## config.mk

```make
export PLATFORM = sky130hd
export DESIGN_NAME = alarm_manager
export DESIGN_NICKNAME = d
export VERILOG_FILES = /design/src/hdl/alarm_pkg.sv /design/src/hdl/alarm_manager.sv /design/src/hdl/pin_sync.sv /design/src/hdl/axil_regport.sv
export SDC_FILE = /design/constraint.sdc
export NUM_CORES = 1
export LEC_CHECK = 0
export ABC_AREA = 1
export BUFFER_PORTS_ARGS = -buffer_cell sky130_fd_sc_hd__clkbuf_2
export CAP_MARGIN = 30
export CORE_MARGIN = 1.5
export CORE_UTILIZATION = 55
export DETAILED_ROUTE_END_ITERATION = 7
export PLACE_DENSITY = 0.76
export REMOVE_ABC_BUFFERS = 1
export SYNTH_ARGS = -nofsm -noshare
export SYNTH_HDL_FRONTEND = slang
export SYNTH_HIERARCHICAL = 1
export SYNTH_SLANG_ARGS = --single-unit
```

## constraint.sdc

```tcl
create_clock -name clk_sys -period 4 [get_ports clk_sys]
set_input_delay 0.8 -clock clk_sys [delete_from_list [all_inputs] [get_ports clk_sys]]
set_output_delay 0.8 -clock clk_sys [all_outputs]
set_load 0.1 [all_outputs]
```

## src/hdl/alarm_pkg.sv

```systemverilog
package alarm_pkg;
    localparam int N_ALARM = 19;
    localparam int AW = 8;
    localparam int DW = 32;
    localparam int NIB = 4;
    localparam int PER_WORD = 8;
    localparam int N_IRQ = 3;
    typedef logic [N_ALARM-1:0] avec_t;
    typedef enum logic [2:0] {
        ACT_OFF = 3'h0,
        ACT_WARN = 3'h1,
        ACT_COAST = 3'h2,
        ACT_STOP = 3'h3,
        ACT_BRAKE = 3'h4,
        ACT_SPIN = 3'h5
    } action_t;
    typedef enum logic [1:0] {
        ST_IDLE = 2'h0,
        ST_RUN = 2'h1,
        ST_TRIP = 2'h3
    } run_state_t;
    localparam action_t ACT_DEFAULT = ACT_COAST;
    // Bit i stands for alarm code i+1
    localparam avec_t AUTO_MASK = 19'h04789;
    localparam avec_t MAN_MASK = 19'h1B876;
    localparam avec_t MEM_MASK = 19'h60000;
    localparam avec_t FULL_MASK = 19'h143EA;
    localparam avec_t COAST_MASK = 19'h63804;
    localparam avec_t OWC_MASK = 19'h08410;
    localparam avec_t WC_MASK = 19'h00001;
    localparam avec_t SPIN_MASK = 19'h10000;
    localparam logic [AW-1:0] OFS_CTRL = 8'h00;
    localparam logic [AW-1:0] OFS_ACTIVE = 8'h04;
    localparam logic [AW-1:0] OFS_DISP = 8'h08;
    localparam logic [AW-1:0] OFS_ISTAT = 8'h0C;
    localparam logic [AW-1:0] OFS_IMASK = 8'h10;
    localparam logic [AW-1:0] OFS_ACT0 = 8'h14;
    localparam logic [AW-1:0] OFS_ACT1 = 8'h18;
    localparam logic [AW-1:0] OFS_ACT2 = 8'h1C;
    localparam logic [AW-1:0] OFS_COND = 8'h20;
    localparam int CB_START = 0;
    localparam int CB_STOP = 1;
    localparam int CB_RESET = 2;
    localparam int CB_RESTORE = 3;
    localparam int IB_RAISE = 0;
    localparam int IB_REJECT = 1;
    localparam int IB_TRIP = 2;
    localparam logic [1:0] RESP_OKAY = 2'h0;
    localparam logic [1:0] RESP_SLVERR = 2'h2;
    typedef struct packed {
        logic start;
        logic stop;
        logic reset;
        logic restore;
    } cmd_t;
    typedef struct packed {
        logic flash;
        logic [4:0] code;
    } panel_t;
    typedef struct packed {
        logic run;
        logic coast;
        logic stop;
        logic brake;
        logic spin;
    } motor_t;

    function automatic logic permit(input int idx, input logic [2:0] a);
        logic ok;
        ok = 1'b0;
        if (idx < N_ALARM) begin
            if (FULL_MASK[idx]) ok = (a <= ACT_BRAKE) || (SPIN_MASK[idx] && a == ACT_SPIN);
            if (OWC_MASK[idx]) ok = (a <= ACT_COAST);
            if (WC_MASK[idx]) ok = (a == ACT_WARN) || (a == ACT_COAST);
            if (COAST_MASK[idx]) ok = (a == ACT_COAST);
        end
        return ok;
    endfunction : permit

    // Highest set index as an alarm code, zero when none
    function automatic logic [4:0] top_code(input avec_t v);
        logic [4:0] c;
        c = 5'h00;
        for (int i = 0; i < N_ALARM; i++) begin
            if (v[i]) c = 5'(i + 1);
        end
        return c;
    endfunction : top_code

    function automatic logic addr_ok(input logic [AW-1:0] a);
        return a inside {OFS_CTRL, OFS_ACTIVE, OFS_DISP, OFS_ISTAT, OFS_IMASK,
                         OFS_ACT0, OFS_ACT1, OFS_ACT2, OFS_COND};
    endfunction : addr_ok
endpackage : alarm_pkg

```

## src/hdl/alarm_manager.sv

```systemverilog
// Decided for this implementation: register access over AXI4-Lite and the register addresses.
`timescale 1ns/100ps
module alarm_manager
    import alarm_pkg::*;
(
    // Clock and reset
    input wire logic clk_sys,
    input wire logic rst_n,
    // AXI4-Lite slave
    input wire logic [AW-1:0] awaddr,
    input wire logic awvalid,
    output logic awready,
    input wire logic [DW-1:0] wdata,
    input wire logic [3:0] wstrb,
    input wire logic wvalid,
    output logic wready,
    output logic [1:0] bresp,
    output logic bvalid,
    input wire logic bready,
    input wire logic [AW-1:0] araddr,
    input wire logic arvalid,
    output logic arready,
    output logic [DW-1:0] rdata,
    output logic [1:0] rresp,
    output logic rvalid,
    input wire logic rready,
    // Panel and remote command pins: start, stop, reset
    input wire logic [2:0] cmd_pin,
    // Failure conditions from the detectors, bit i is alarm code i+1
    input wire logic [N_ALARM-1:0] fault_cond,
    // Outputs
    output logic alarm_relay_output,
    output panel_t panel,
    output motor_t motor,
    output logic param_restore,
    output logic irq
);
    localparam int F2_IDX = 1;
    localparam int F3_IDX = 2;
    localparam int F4_IDX = 3;
    localparam int F15_IDX = 14;
    localparam int F17_IDX = 16;
    localparam int F18_IDX = 17;
    localparam int ACT_BITS = 3;

    logic wr_en;
    logic [AW-1:0] wr_addr, rd_addr;
    logic [DW-1:0] wr_data, rd_data;
    logic [3:0] wr_strb;
    logic [2:0] pin_lvl, pin_prev;
    cmd_t cmd;
    action_t act [N_ALARM];
    action_t next_act [N_ALARM];
    logic reject;
    avec_t cond_q, next_cond_q, active, next_active, raise;
    avec_t notoff_vec, warn_vec, stop_vec, coast_vec, brake_vec, spin_vec, pure_stop_vec;
    logic [4:0] last_code, next_last_code, raise_code;
    run_state_t state, next_state;
    logic blocked;
    panel_t next_panel;
    motor_t next_motor;
    logic [N_IRQ-1:0] istat, next_istat, imask, next_imask, irq_event;

    axil_regport u_port (
        .clk_sys(clk_sys),
        .rst_n(rst_n),
        .awaddr(awaddr),
        .awvalid(awvalid),
        .awready(awready),
        .wdata(wdata),
        .wstrb(wstrb),
        .wvalid(wvalid),
        .wready(wready),
        .bresp(bresp),
        .bvalid(bvalid),
        .bready(bready),
        .araddr(araddr),
        .arvalid(arvalid),
        .arready(arready),
        .rdata(rdata),
        .rresp(rresp),
        .rvalid(rvalid),
        .rready(rready),
        .wr_en(wr_en),
        .wr_addr(wr_addr),
        .wr_data(wr_data),
        .wr_strb(wr_strb),
        .rd_addr(rd_addr),
        .rd_data(rd_data)
    );

    pin_sync #(.WIDTH(3)) u_sync (
        .clk_sys(clk_sys),
        .rst_n(rst_n),
        .pin(cmd_pin),
        .level(pin_lvl)
    );

    // Panel, remote and serial commands all merge here; a held pin acts once
    always_comb begin
        logic ctrl_wr;
        ctrl_wr = wr_en && wr_addr == OFS_CTRL && wr_strb[0];
        cmd.start = (ctrl_wr && wr_data[CB_START]) || (pin_lvl[CB_START] && !pin_prev[CB_START]);
        cmd.stop = (ctrl_wr && wr_data[CB_STOP]) || (pin_lvl[CB_STOP] && !pin_prev[CB_STOP]);
        cmd.reset = (ctrl_wr && wr_data[CB_RESET]) || (pin_lvl[CB_RESET] && !pin_prev[CB_RESET]);
        cmd.restore = ctrl_wr && wr_data[CB_RESTORE];
    end

    for (genvar g = 0; g < N_ALARM; g++) begin : g_vec
        assign notoff_vec[g] = act[g] != ACT_OFF;
        assign warn_vec[g] = act[g] == ACT_WARN;
        assign stop_vec[g] = act[g] >= ACT_COAST;
        assign coast_vec[g] = act[g] == ACT_COAST;
        assign brake_vec[g] = act[g] == ACT_BRAKE;
        assign spin_vec[g] = act[g] == ACT_SPIN;
        assign pure_stop_vec[g] = act[g] == ACT_STOP;
    end

    // Action table
    always_comb begin
        int base;
        int idx;
        logic [NIB-1:0] nib;
        base = 0;
        idx = 0;
        nib = '0;
        next_act = act;
        reject = 1'b0;
        if (cmd.restore) begin
            for (int i = 0; i < N_ALARM; i++) next_act[i] = ACT_DEFAULT;
        end else if (wr_en && wr_addr inside {OFS_ACT0, OFS_ACT1, OFS_ACT2}) begin
            base = (wr_addr == OFS_ACT1) ? PER_WORD : (wr_addr == OFS_ACT2) ? 2 * PER_WORD : 0;
            for (int k = 0; k < PER_WORD; k++) begin
                idx = base + k;
                nib = wr_data[k*NIB +: NIB];
                if (idx < N_ALARM && wr_strb[k/2]) begin
                    // Illegal choices keep the old action so protection never weakens
                    if (!nib[NIB-1] && permit(idx, nib[ACT_BITS-1:0])) begin
                        next_act[idx] = action_t'(nib[ACT_BITS-1:0]);
                    end else begin
                        reject = 1'b1;
                    end
                end
            end
        end
    end

    always_ff @(posedge clk_sys or negedge rst_n) begin
        if (!rst_n) begin
            for (int i = 0; i < N_ALARM; i++) act[i] <= ACT_DEFAULT;
        end else begin
            act <= next_act;
        end
    end

    // Alarm set and clear; a new raise always wins over any clear
    always_comb begin
        raise = fault_cond & ~cond_q & notoff_vec;
        if (cmd.start) raise = raise | (fault_cond & notoff_vec);
        next_cond_q = fault_cond;
        if (cmd.restore) next_cond_q = fault_cond & ~MEM_MASK;
        next_active = active & ~(warn_vec & ~fault_cond);
        if (cmd.reset) next_active = next_active & MEM_MASK;
        if (cmd.start) next_active = next_active & ~AUTO_MASK;
        if (cmd.restore) next_active = next_active & ~MEM_MASK;
        next_active = next_active | raise;
        raise_code = top_code(raise);
        next_last_code = (raise != '0) ? raise_code : last_code;
        next_panel.flash = next_active != '0;
        if (next_active == '0) begin
            next_panel.code = 5'h00;
        end else if (next_last_code != 5'h00 && next_active[next_last_code - 5'h01]) begin
            next_panel.code = next_last_code;
        end else begin
            next_panel.code = top_code(next_active);
        end
    end

    always_ff @(posedge clk_sys or negedge rst_n) begin
        if (!rst_n) begin
            cond_q <= '0;
            active <= '0;
            last_code <= 5'h00;
            panel <= '0;
            alarm_relay_output <= 1'b0;
        end else begin
            cond_q <= next_cond_q;
            active <= next_active;
            last_code <= next_last_code;
            panel <= next_panel;
            alarm_relay_output <= next_panel.flash;
        end
    end

    // Motor sequencing; the most drastic action among live alarms governs
    always_comb begin
        blocked = (next_active & stop_vec) != '0;
        next_state = state;
        case (state)
            ST_IDLE: begin
                if (cmd.start && !blocked) next_state = ST_RUN;
                else if (blocked) next_state = ST_TRIP;
            end
            ST_RUN: begin
                if (blocked) next_state = ST_TRIP;
                else if (cmd.stop) next_state = ST_IDLE;
            end
            ST_TRIP: begin
                if (cmd.start && !blocked) next_state = ST_RUN;
                else if (!blocked) next_state = ST_IDLE;
            end
            default: next_state = ST_IDLE;
        endcase
        next_motor.run = next_state == ST_RUN;
        next_motor.coast = (next_active & coast_vec) != '0;
        next_motor.spin = !next_motor.coast && (next_active & spin_vec) != '0;
        next_motor.brake = !next_motor.coast && !next_motor.spin && (next_active & brake_vec) != '0;
        next_motor.stop = !next_motor.coast && !next_motor.spin && !next_motor.brake
                          && (next_active & pure_stop_vec) != '0;
    end

    always_ff @(posedge clk_sys or negedge rst_n) begin
        if (!rst_n) begin
            state <= ST_IDLE;
            motor <= '0;
            pin_prev <= '0;
            param_restore <= 1'b0;
        end else begin
            state <= next_state;
            motor <= next_motor;
            pin_prev <= pin_lvl;
            param_restore <= cmd.restore;
        end
    end

    // Interrupt status, write one to clear
    always_comb begin
        irq_event = '0;
        irq_event[IB_RAISE] = raise != '0;
        irq_event[IB_REJECT] = reject;
        irq_event[IB_TRIP] = state != ST_TRIP && next_state == ST_TRIP;
        next_istat = istat;
        next_imask = imask;
        if (wr_en && wr_addr == OFS_ISTAT && wr_strb[0]) next_istat = istat & ~wr_data[N_IRQ-1:0];
        if (wr_en && wr_addr == OFS_IMASK && wr_strb[0]) next_imask = wr_data[N_IRQ-1:0];
        next_istat = next_istat | irq_event;
    end

    always_ff @(posedge clk_sys or negedge rst_n) begin
        if (!rst_n) begin
            istat <= '0;
            imask <= '0;
            irq <= 1'b0;
        end else begin
            istat <= next_istat;
            imask <= next_imask;
            irq <= (next_istat & next_imask) != '0;
        end
    end

    // Register read view
    always_comb begin
        rd_data = '0;
        case (rd_addr)
            OFS_ACTIVE: rd_data = DW'(active);
            OFS_DISP: rd_data = DW'({alarm_relay_output, motor, panel});
            OFS_ISTAT: rd_data = DW'(istat);
            OFS_IMASK: rd_data = DW'(imask);
            OFS_COND: rd_data = DW'(fault_cond);
            OFS_ACT0, OFS_ACT1, OFS_ACT2: begin
                for (int k = 0; k < PER_WORD; k++) begin
                    if (((rd_addr == OFS_ACT1) ? PER_WORD : (rd_addr == OFS_ACT2) ? 2 * PER_WORD : 0)
                        + k < N_ALARM) begin
                        rd_data[k*NIB +: NIB] = {1'b0, act[((rd_addr == OFS_ACT1) ? PER_WORD :
                            (rd_addr == OFS_ACT2) ? 2 * PER_WORD : 0) + k]};
                    end
                end
            end
            default: rd_data = '0;
        endcase
    end

    // Checks
    avec_t man_keep;
    logic f4_pick, f3_bad;
    logic [ACT_BITS-1:0] f4_val;
    assign man_keep = active & MAN_MASK & ~warn_vec;
    assign f4_val = wr_data[F4_IDX*NIB +: ACT_BITS];
    assign f4_pick = wr_en && wr_addr == OFS_ACT0 && wr_strb[F4_IDX/2]
                     && !wr_data[F4_IDX*NIB + ACT_BITS] && f4_val <= ACT_BRAKE;
    assign f3_bad = wr_en && wr_addr == OFS_ACT0 && wr_strb[F3_IDX/2]
                    && wr_data[F3_IDX*NIB +: ACT_BITS] != ACT_COAST;

    a_auto_clear: assert property (@(posedge clk_sys) disable iff (!rst_n)
        cmd.start && (fault_cond & AUTO_MASK) == '0 |=> (active & AUTO_MASK) == '0)
        else $error("auto alarm survived start");
    a_manual_hold: assert property (@(posedge clk_sys) disable iff (!rst_n)
        !cmd.reset |=> (active & $past(man_keep)) == $past(man_keep))
        else $error("latched alarm dropped without reset");
    a_forced_coast: assert property (@(posedge clk_sys) disable iff (!rst_n)
        act[F3_IDX] == ACT_COAST && act[F18_IDX] == ACT_COAST)
        else $error("fixed coast action changed");
    a_f4_select: assert property (@(posedge clk_sys) disable iff (!rst_n)
        f4_pick |=> act[F4_IDX] == $past(f4_val))
        else $error("F4 action not stored");
    a_comm_raise: assert property (@(posedge clk_sys) disable iff (!rst_n)
        $rose(fault_cond[F15_IDX]) && act[F15_IDX] != ACT_OFF |=> active[F15_IDX])
        else $error("comm loss alarm not raised");
    a_mem_coast: assert property (@(posedge clk_sys) disable iff (!rst_n)
        (active & MEM_MASK) != '0 |-> motor.coast && state != ST_RUN)
        else $error("memory alarm without coast");
    a_mem_hold: assert property (@(posedge clk_sys) disable iff (!rst_n)
        active[F18_IDX] && !cmd.restore |=> active[F18_IDX])
        else $error("memory alarm cleared by command");
    a_restore_dflt: assert property (@(posedge clk_sys) disable iff (!rst_n)
        cmd.restore |=> act[0] == ACT_DEFAULT && act[F17_IDX] == ACT_DEFAULT ##0 param_restore)
        else $error("factory restore incomplete");
    a_warn_clear: assert property (@(posedge clk_sys) disable iff (!rst_n)
        act[F2_IDX] == ACT_WARN && !fault_cond[F2_IDX] |=> !active[F2_IDX])
        else $error("warning alarm stuck");
    a_latest_code: assert property (@(posedge clk_sys) disable iff (!rst_n)
        raise != '0 |=> panel.code == $past(raise_code) && alarm_relay_output)
        else $error("display not showing latest alarm");
    a_start_refused: assert property (@(posedge clk_sys) disable iff (!rst_n)
        cmd.start && (fault_cond & stop_vec) != '0 |=> state == ST_TRIP && alarm_relay_output)
        else $error("start accepted during failure");
    a_reset_nostart: assert property (@(posedge clk_sys) disable iff (!rst_n)
        state != ST_RUN && !cmd.start |=> state != ST_RUN)
        else $error("motor started without start");
    a_reject_flag: assert property (@(posedge clk_sys) disable iff (!rst_n)
        f3_bad |=> istat[IB_REJECT] && act[F3_IDX] == ACT_COAST)
        else $error("illegal action not rejected");
endmodule : alarm_manager

```

## src/hdl/pin_sync.sv

```systemverilog
`timescale 1ns/100ps
module pin_sync #(
    parameter int WIDTH = 1
) (
    // Clock and reset
    input wire logic clk_sys,
    input wire logic rst_n,
    // Asynchronous pins
    input wire logic [WIDTH-1:0] pin,
    // Filtered level
    output logic [WIDTH-1:0] level
);
    logic [WIDTH-1:0] s1, s2, s3, next_level;

    // A change counts only once the last two stages agree
    always_comb begin
        next_level = (s2 & ~(s2 ^ s3)) | (level & (s2 ^ s3));
    end

    always_ff @(posedge clk_sys or negedge rst_n) begin
        if (!rst_n) begin
            s1 <= '0;
            s2 <= '0;
            s3 <= '0;
            level <= '0;
        end else begin
            s1 <= pin;
            s2 <= s1;
            s3 <= s2;
            level <= next_level;
        end
    end
endmodule : pin_sync

```

## src/hdl/axil_regport.sv

```systemverilog
`timescale 1ns/100ps
module axil_regport
    import alarm_pkg::*;
(
    // Clock and reset
    input wire logic clk_sys,
    input wire logic rst_n,
    // AXI4-Lite slave
    input wire logic [AW-1:0] awaddr,
    input wire logic awvalid,
    output logic awready,
    input wire logic [DW-1:0] wdata,
    input wire logic [3:0] wstrb,
    input wire logic wvalid,
    output logic wready,
    output logic [1:0] bresp,
    output logic bvalid,
    input wire logic bready,
    input wire logic [AW-1:0] araddr,
    input wire logic arvalid,
    output logic arready,
    output logic [DW-1:0] rdata,
    output logic [1:0] rresp,
    output logic rvalid,
    input wire logic rready,
    // Register side
    output logic wr_en,
    output logic [AW-1:0] wr_addr,
    output logic [DW-1:0] wr_data,
    output logic [3:0] wr_strb,
    output logic [AW-1:0] rd_addr,
    input wire logic [DW-1:0] rd_data
);
    logic aw_full, next_aw_full, w_full, next_w_full, next_bvalid, next_rvalid;
    logic [1:0] next_bresp, next_rresp;
    logic [AW-1:0] next_wr_addr;
    logic [DW-1:0] next_wr_data, next_rdata;
    logic [3:0] next_wr_strb;

    assign awready = !aw_full;
    assign wready = !w_full;
    assign arready = !rvalid;
    assign rd_addr = araddr;
    // Response slot must be free so a write never overruns an unread answer
    assign wr_en = aw_full && w_full && !bvalid;

    always_comb begin
        next_aw_full = aw_full;
        next_w_full = w_full;
        next_wr_addr = wr_addr;
        next_wr_data = wr_data;
        next_wr_strb = wr_strb;
        next_bvalid = bvalid;
        next_bresp = bresp;
        next_rvalid = rvalid;
        next_rdata = rdata;
        next_rresp = rresp;
        if (awvalid && awready) begin
            next_aw_full = 1'b1;
            next_wr_addr = awaddr;
        end
        if (wvalid && wready) begin
            next_w_full = 1'b1;
            next_wr_data = wdata;
            next_wr_strb = wstrb;
        end
        if (bvalid && bready) next_bvalid = 1'b0;
        if (wr_en) begin
            next_aw_full = 1'b0;
            next_w_full = 1'b0;
            next_bvalid = 1'b1;
            next_bresp = addr_ok(wr_addr) ? RESP_OKAY : RESP_SLVERR;
        end
        if (rvalid && rready) next_rvalid = 1'b0;
        if (arvalid && arready) begin
            next_rvalid = 1'b1;
            next_rdata = addr_ok(araddr) ? rd_data : '0;
            next_rresp = addr_ok(araddr) ? RESP_OKAY : RESP_SLVERR;
        end
    end

    always_ff @(posedge clk_sys or negedge rst_n) begin
        if (!rst_n) begin
            aw_full <= 1'b0;
            w_full <= 1'b0;
            wr_addr <= '0;
            wr_data <= '0;
            wr_strb <= '0;
            bvalid <= 1'b0;
            bresp <= RESP_OKAY;
            rvalid <= 1'b0;
            rdata <= '0;
            rresp <= RESP_OKAY;
        end else begin
            aw_full <= next_aw_full;
            w_full <= next_w_full;
            wr_addr <= next_wr_addr;
            wr_data <= next_wr_data;
            wr_strb <= next_wr_strb;
            bvalid <= next_bvalid;
            bresp <= next_bresp;
            rvalid <= next_rvalid;
            rdata <= next_rdata;
            rresp <= next_rresp;
        end
    end
endmodule : axil_regport

```

Word level (Yosys, flattened, before mapping) --
Memories as Yosys holds them, arrays and structs flattened. Cells that the tools add are included.
Cells by class: $add $sub $neg 15, reduce and logical (&&, ||, !) cells 140, bitwise gates (word level) 40, equality and inequality tests 140, $lt $le $gt $ge 84, muxes and demuxes 327
Operators with widths (count):
- $mux 57 | 32
- $ge 32x6->1 const B | 16
- $bwmux 57 | 8
- $lt 32x1->1 const B | 8
- $lt 32x6->1 const B | 8
- $not 6->32 | 8
- $not 32->32 | 7
- $mux 5 | 43
- $and 19x19->19 | 10
- $pmux 31 s6 | 1
- $mux 1 | 177
- $eq 3x2->1 const B | 46
- $eq 3x3->1 const B | 46
- $reduce_bool 19->1 | 7
- $bmux 3 s5 | 8
- $demux 3 s5 | 8
- $mux 3 | 34
- $add 32x4->32 const B | 3
- $eq 3x1->1 const B | 27
- $add 32x3->32 const B | 2
- $eq 8x5->1 const B | 8
- $reduce_bool 3->1 | 21
- $logic_and 1x1->1 | 61
- $ge 3x2->1 const B | 19
- other kinds (40) | 138
Storage, ports and cells: word-level logic and storage cells 835, memories 40, bits of input ports 81, bits in read-only memories 1280, bits in registers 220
Memory list:
- (name not given) | words 32, bits a word 1, rd ports 1, clocked after memory_dff 0, wr ports 0, line alarm_pkg.sv:75 | if (COAST_MASK[idx]) ok = (a == ACT_COAST);
- (name not given) | words 32, bits a word 1, rd ports 1, clocked after memory_dff 0, wr ports 0, line alarm_pkg.sv:74 | if (WC_MASK[idx]) ok = (a == ACT_WARN) || (a == ACT_COAST);
- (name not given) | words 32, bits a word 1, rd ports 1, clocked after memory_dff 0, wr ports 0, line alarm_pkg.sv:73 | if (OWC_MASK[idx]) ok = (a <= ACT_COAST);
- (name not given) | words 32, bits a word 1, rd ports 1, clocked after memory_dff 0, wr ports 0, line alarm_pkg.sv:72 | if (FULL_MASK[idx]) ok = (a <= ACT_BRAKE) || (SPIN_MASK[idx] && a == ACT_SPIN);
- (name not given) | words 32, bits a word 1, rd ports 1, clocked after memory_dff 0, wr ports 0, line alarm_pkg.sv:72
- (name not given) | words 32, bits a word 1, rd ports 1, clocked after memory_dff 0, wr ports 0, line alarm_pkg.sv:75
- 34 more memories

Logic depth before layout (Yosys ltp) --
word-level depth 56, depth in mapped cells 40

Cells and area by module --
Netlist, hierarchy kept.
Modules (own cells, without submodules):
- alarm_manager | cells an instance 1133, area an instance 8202.9 µm², sequential area each 3126.7 µm², instances 1
- axil_regport | cells an instance 448, area an instance 3746.1 µm², sequential area each 2052.0 µm², instances 1
- pin_sync | cells an instance 24, area an instance 349.1 µm², sequential area each 300.3 µm², instances 1

Worst setup path before layout --
Ideal clock, no wire load.
path type register to register, from register u_port.bvalid, to register panel[1] (netlist name), setup slack -39 ps, stages on the path, launching flop included 31, required time 3868 ps, arrival time 3907 ps, library setup time 132 ps, path through dfrtp_1 -> inv_1 -> nand3_1 -> inv_1 -> nand2_2 -> nor2_4 -> nand3_4 -> nand2_4 -> inv_6 -> buf_12 -> nand2_2 -> o211ai_2 -> nand2_2 -> nor2_2 -> inv_2 -> nor3_2 -> nand2_2 -> inv_2 -> nand2_2 -> nand3_4 -> clkinv_1 -> ha_1 -> inv_1 -> xor2_1 -> inv_1 -> nor2_1 -> nand2_1 -> a21oi_4 -> nand2_4 -> nand2_1 -> o21ai_1
RTL lines:
- from (decl) | line axil_regport.sv:17 | output logic bvalid,
- from (signal assigned) | line axil_regport.sv:100 | bvalid <= next_bvalid;
- to (signal assigned) | line alarm_manager.sv:190 | panel <= next_panel;
- to (decl) | line alarm_manager.sv:33 | output panel_t panel,

==> summary.md <==
| Metric | Value |
|---|---|
| Core Box Area | `21900 um2` |
| XOR/XNOR share of the synthesized area | `0.203%` |
| Setup TNS | `0 ns` |
| Hold Worst Slack | `0.292 ns` |
| CTS tree | `done` |
| Post-synthesis simple-gate area fraction | `30.9%` |
| Antenna-violating nets left | `0` |
| Switch Pwr | `4570 uW` |
| Internal power | `5800 uW` |
| CP max-delay cell | `dfrtp_1` |
| Yosys reg bits | `218` |
| Placed Cells | `2038` |
| Final wirelength | `42200 um` |
| Vias | `12.3k` |
| I/O pin cnt | `136` |
| Worst EP arrival | `4.23 ns` |
| Max Cap Viol | `0` |
| PortBufs | `133` |
| Vias/cell | `5.83` |
| Area growth syn-to-layout | `19.8%` |
| Final-report setup violation count | `0` |
| Syn avg cell area | `7.66 um2` |
| Tmin final | `3.81 ns` |
| Post-layout util | `67.3%` |
| Pin count of the biggest net entering global routing | `109` |
| Final cell count without fillers | `2108` |
| CTS Sinks | `218` |
| Final clock skew | `0.00608 ns` |
| Initial antenna violation count | `0` |
| Row cnt | `54` |
| Power per Cell Area | `704 nW/um2` |
| Number of enable flip-flop cells after synthesis | `0` |
| F_max | `0.263 GHz` |
| Synth Area in Compound Gates | `13.2%` |
| CP max FO | `8` |
| Post-DP HPWL | `32200 um` |
| Reg clk slew, reported paths | `0.06 ns` |
| Main combinational cell family by area after synthesis | `simple AND/OR/NAND/NOR gates` |
| Synthesized area | `12300 um2` |
| Post-synthesis mux area share | `0%` |
| Ys async rst share | `100%` |
| CP peak stage delay | `0.40 ns` |
| Die height | `153 um` |
| Initial Util | `56.2%` |
| Tcrit/Tclk final | `95.1%` |
| Die Width | `153 um` |
| CP startpoint kind | `register` |
| Total CTS buffers | `25` |
| Initial detailed-routing violation count | `1289` |
| Peak VDD IR | `602 uV` |
| Clk_lat worst skew | `0.54 ns` |
| Crit path required time | `4.42 ns` |
| Max clock buf depth | `3` |
| N_diodes | `0` |
| GRT Residual Overflow | `0` |
| Global-route wire length before repair | `66100 um` |
| Crit end category | `register` |
| Mapped Cells | `1605` |
| Adder-cell share of the synthesized area | `0.203%` |
| Clock power frac | `24.4%` |
| RSZ-0062 raised after global routing | `true` |
| Layout net count | `1892` |
| Routability cong. | `1.01` |
| Hold Vio Cnt, Final | `0` |
| Post-DR wirelength/cell | `20.0 um` |
| Synth warn | `6` |
| Distinct cell type count after synthesis | `64` |
| # fillers | `1869` |
| LEAKAGE | `0.00725 uW` |
| Worst min path class | `primary input to asynchronous set/reset pin` |
| Root Buffer | `clkbuf_16` |
| Slew @ Worst Pin | `0.865 ns` |
| Switching portion of total power | `44.1%` |
| Die area | `23300 um2` |
| GRT Total Usage | `36.4%` |
| CP most frequent cell | `nand2_1` |
| Status | `finished, final reports clean` |
| Top FF cell, synth | `dfrtp_1` |
| Layout cells sized above 1 | `21.1%` |
| Hold Buf Count CTS | `0` |
| CP Class | `register to register` |
| Register area share after synthesis | `44.6%` |
| Pins Over Slew Limit | `0` |
| Drt first pass iters | `5` |
| Htree depth | `1` |
| Max_slew headroom | `42.1%` |
| Vias in the first global route | `11.7k` |
| Most common cell after layout, fill and taps aside | `nand2_1` |
| Residual DRC | `0` |
| Seq pwr share | `29.6%` |
| Commonest cells after routing, fill and taps aside | `nand2_1 (363), inv_1 (224), dfrtp_1 (199), nor2_1 (158), nand3_1 (144)` |
| Part of the power in combinational logic | `45.9%` |
cell families after synthesis:
logic type                 count (synthesis)
and+or+nand+nor                          833
DFF                                      218
adders and majority gates                  2
xor gates and xnor gates                   2
buffers and inverters                    306
AOI/OAI and AO/OA                        242
other                                      2
power groups by stage:
stage | sequential, uW | clock, uW | combinational [uW]
global route | 3110 | 2660 | 5240
global placement | 3070 | 0 | 4150
finish | 3070 | 2530 | 4760
detailed placement | 3080 | 0 | 4230
floorplan | 3340 | 0 | 2740
CTS | 3050 | 2560 | 4260
per-layer routing:
metal / vias up / GRT usage [%] / share of wire [%]
met2: 680 / 55.2 / 44
met4: 0 / 15.9 / 5.1
met3: 137 / 6.17 / 8.9
met5: - / 0 / 0
li1: 5751 / - / -
met1: 5722 / 51.7 / 42
final timing paths:
check / start / cells past startpoint / slack, ns / endpoint
setup reg to reg: u_port/bvalid / 34 / 0.19 / panel[1]
max in group asynchronous: rst_n / 2 / 2.75 / u_port/wr_data[25]
hold / removal: rst_n / 1 / 0.29 / u_sync/s3[0]
hold reg to reg: u_sync/s1[1] / 0 / 0.35 / u_sync/s2[1]
setup / recovery: u_port/bvalid / 34 / 0.19 / panel[1]
min in group clk_sys: u_sync/s1[1] / 0 / 0.35 / u_sync/s2[1]
synthesized netlist by cell type, types with 3 or more instances:
cell	number	area, um2
clkinv_1	4	15.0
o221ai_1	6	52.6
o41ai_1	12	105
nand2_2	15	93.8
dfstp_2	19	499
a221oi_1	3	26.3
inv_1	230	863
inv_2	17	63.8
and3_1	6	37.5
o21a_1	4	30.0
buf_2	7	35.0
nor2_2	5	31.3
nand4_1	55	344
o21ai_0	84	420
a21oi_2	3	26.3
a211oi_1	3	22.5
nand2_1	370	1390
o211ai_1	9	67.6
nand2_4	9	101
a31oi_1	14	87.6
clkbuf_1	13	48.8
dfrtp_1	199	4980
a41oi_1	5	43.8
nor3_1	21	105
buf_6	13	146
nor2_1	158	593
a22oi_1	7	52.6
o21ai_1	7	35.0
nand3_1	146	731
a32o_1	3	30.0
a2111oi_0	3	26.3
o31ai_1	10	75.1
buf_4	19	143
o2111ai_1	4	35.0
o311ai_4	4	105
nor4_1	35	219
a21oi_1	47	235
area by class of cell:
type	count	area, um2	share of cell area [%]
Multi-Input combinational cell	1085	5610	38.1
Clock buffer	30	674	4.58
Inverter	252	967	6.57
Tap cell	280	350	2.38
Clock inverter	16	246	1.67
Sequential cell	218	5480	37.2
Timing Repair Buffer	227	1410	9.54
registers in the layout, indices dropped and copies added (netlist names), 4 cells and up, named ones only:
register	flops
u_port/wr_data	32
motor	5
u_port/rdata	32
u_port/wr_strb	4
last_code	5
u_port/wr_addr	8
panel	6
cond_q	19
active	19
act	57
through the flow:
stage	instance area (um2)	power [uW]	worst slack, ns
3_5_place_dp	13500	7310	0.102
2_1_floorplan	11900	6080	-0.152
4_1_cts	14400	9860	0.0631
5_1_grt	14700	11000	-0.0746
6_report	14700	10400	0.194
3_3_place_gp	13500	7220	0.182
worst max-delay path, delay by kind of cell (launching register included):
kind            cells  cell delay (ns)
buf+inv             8             0.86
fa+ha+maj           1             0.20
compound gates      3             0.39
simple gates       21             1.65
flops               1             0.40
xor+xnor            1             0.18
timing repair:
| action | in CTS | in global routing |
|---|---|---|
| setup buffers | 0 | 24 |
| gates resized for setup | 0 | 37 |
| setup endpoints to repair | 0 | 5 |
Note: power is estimated with default switching activity, not from simulation.
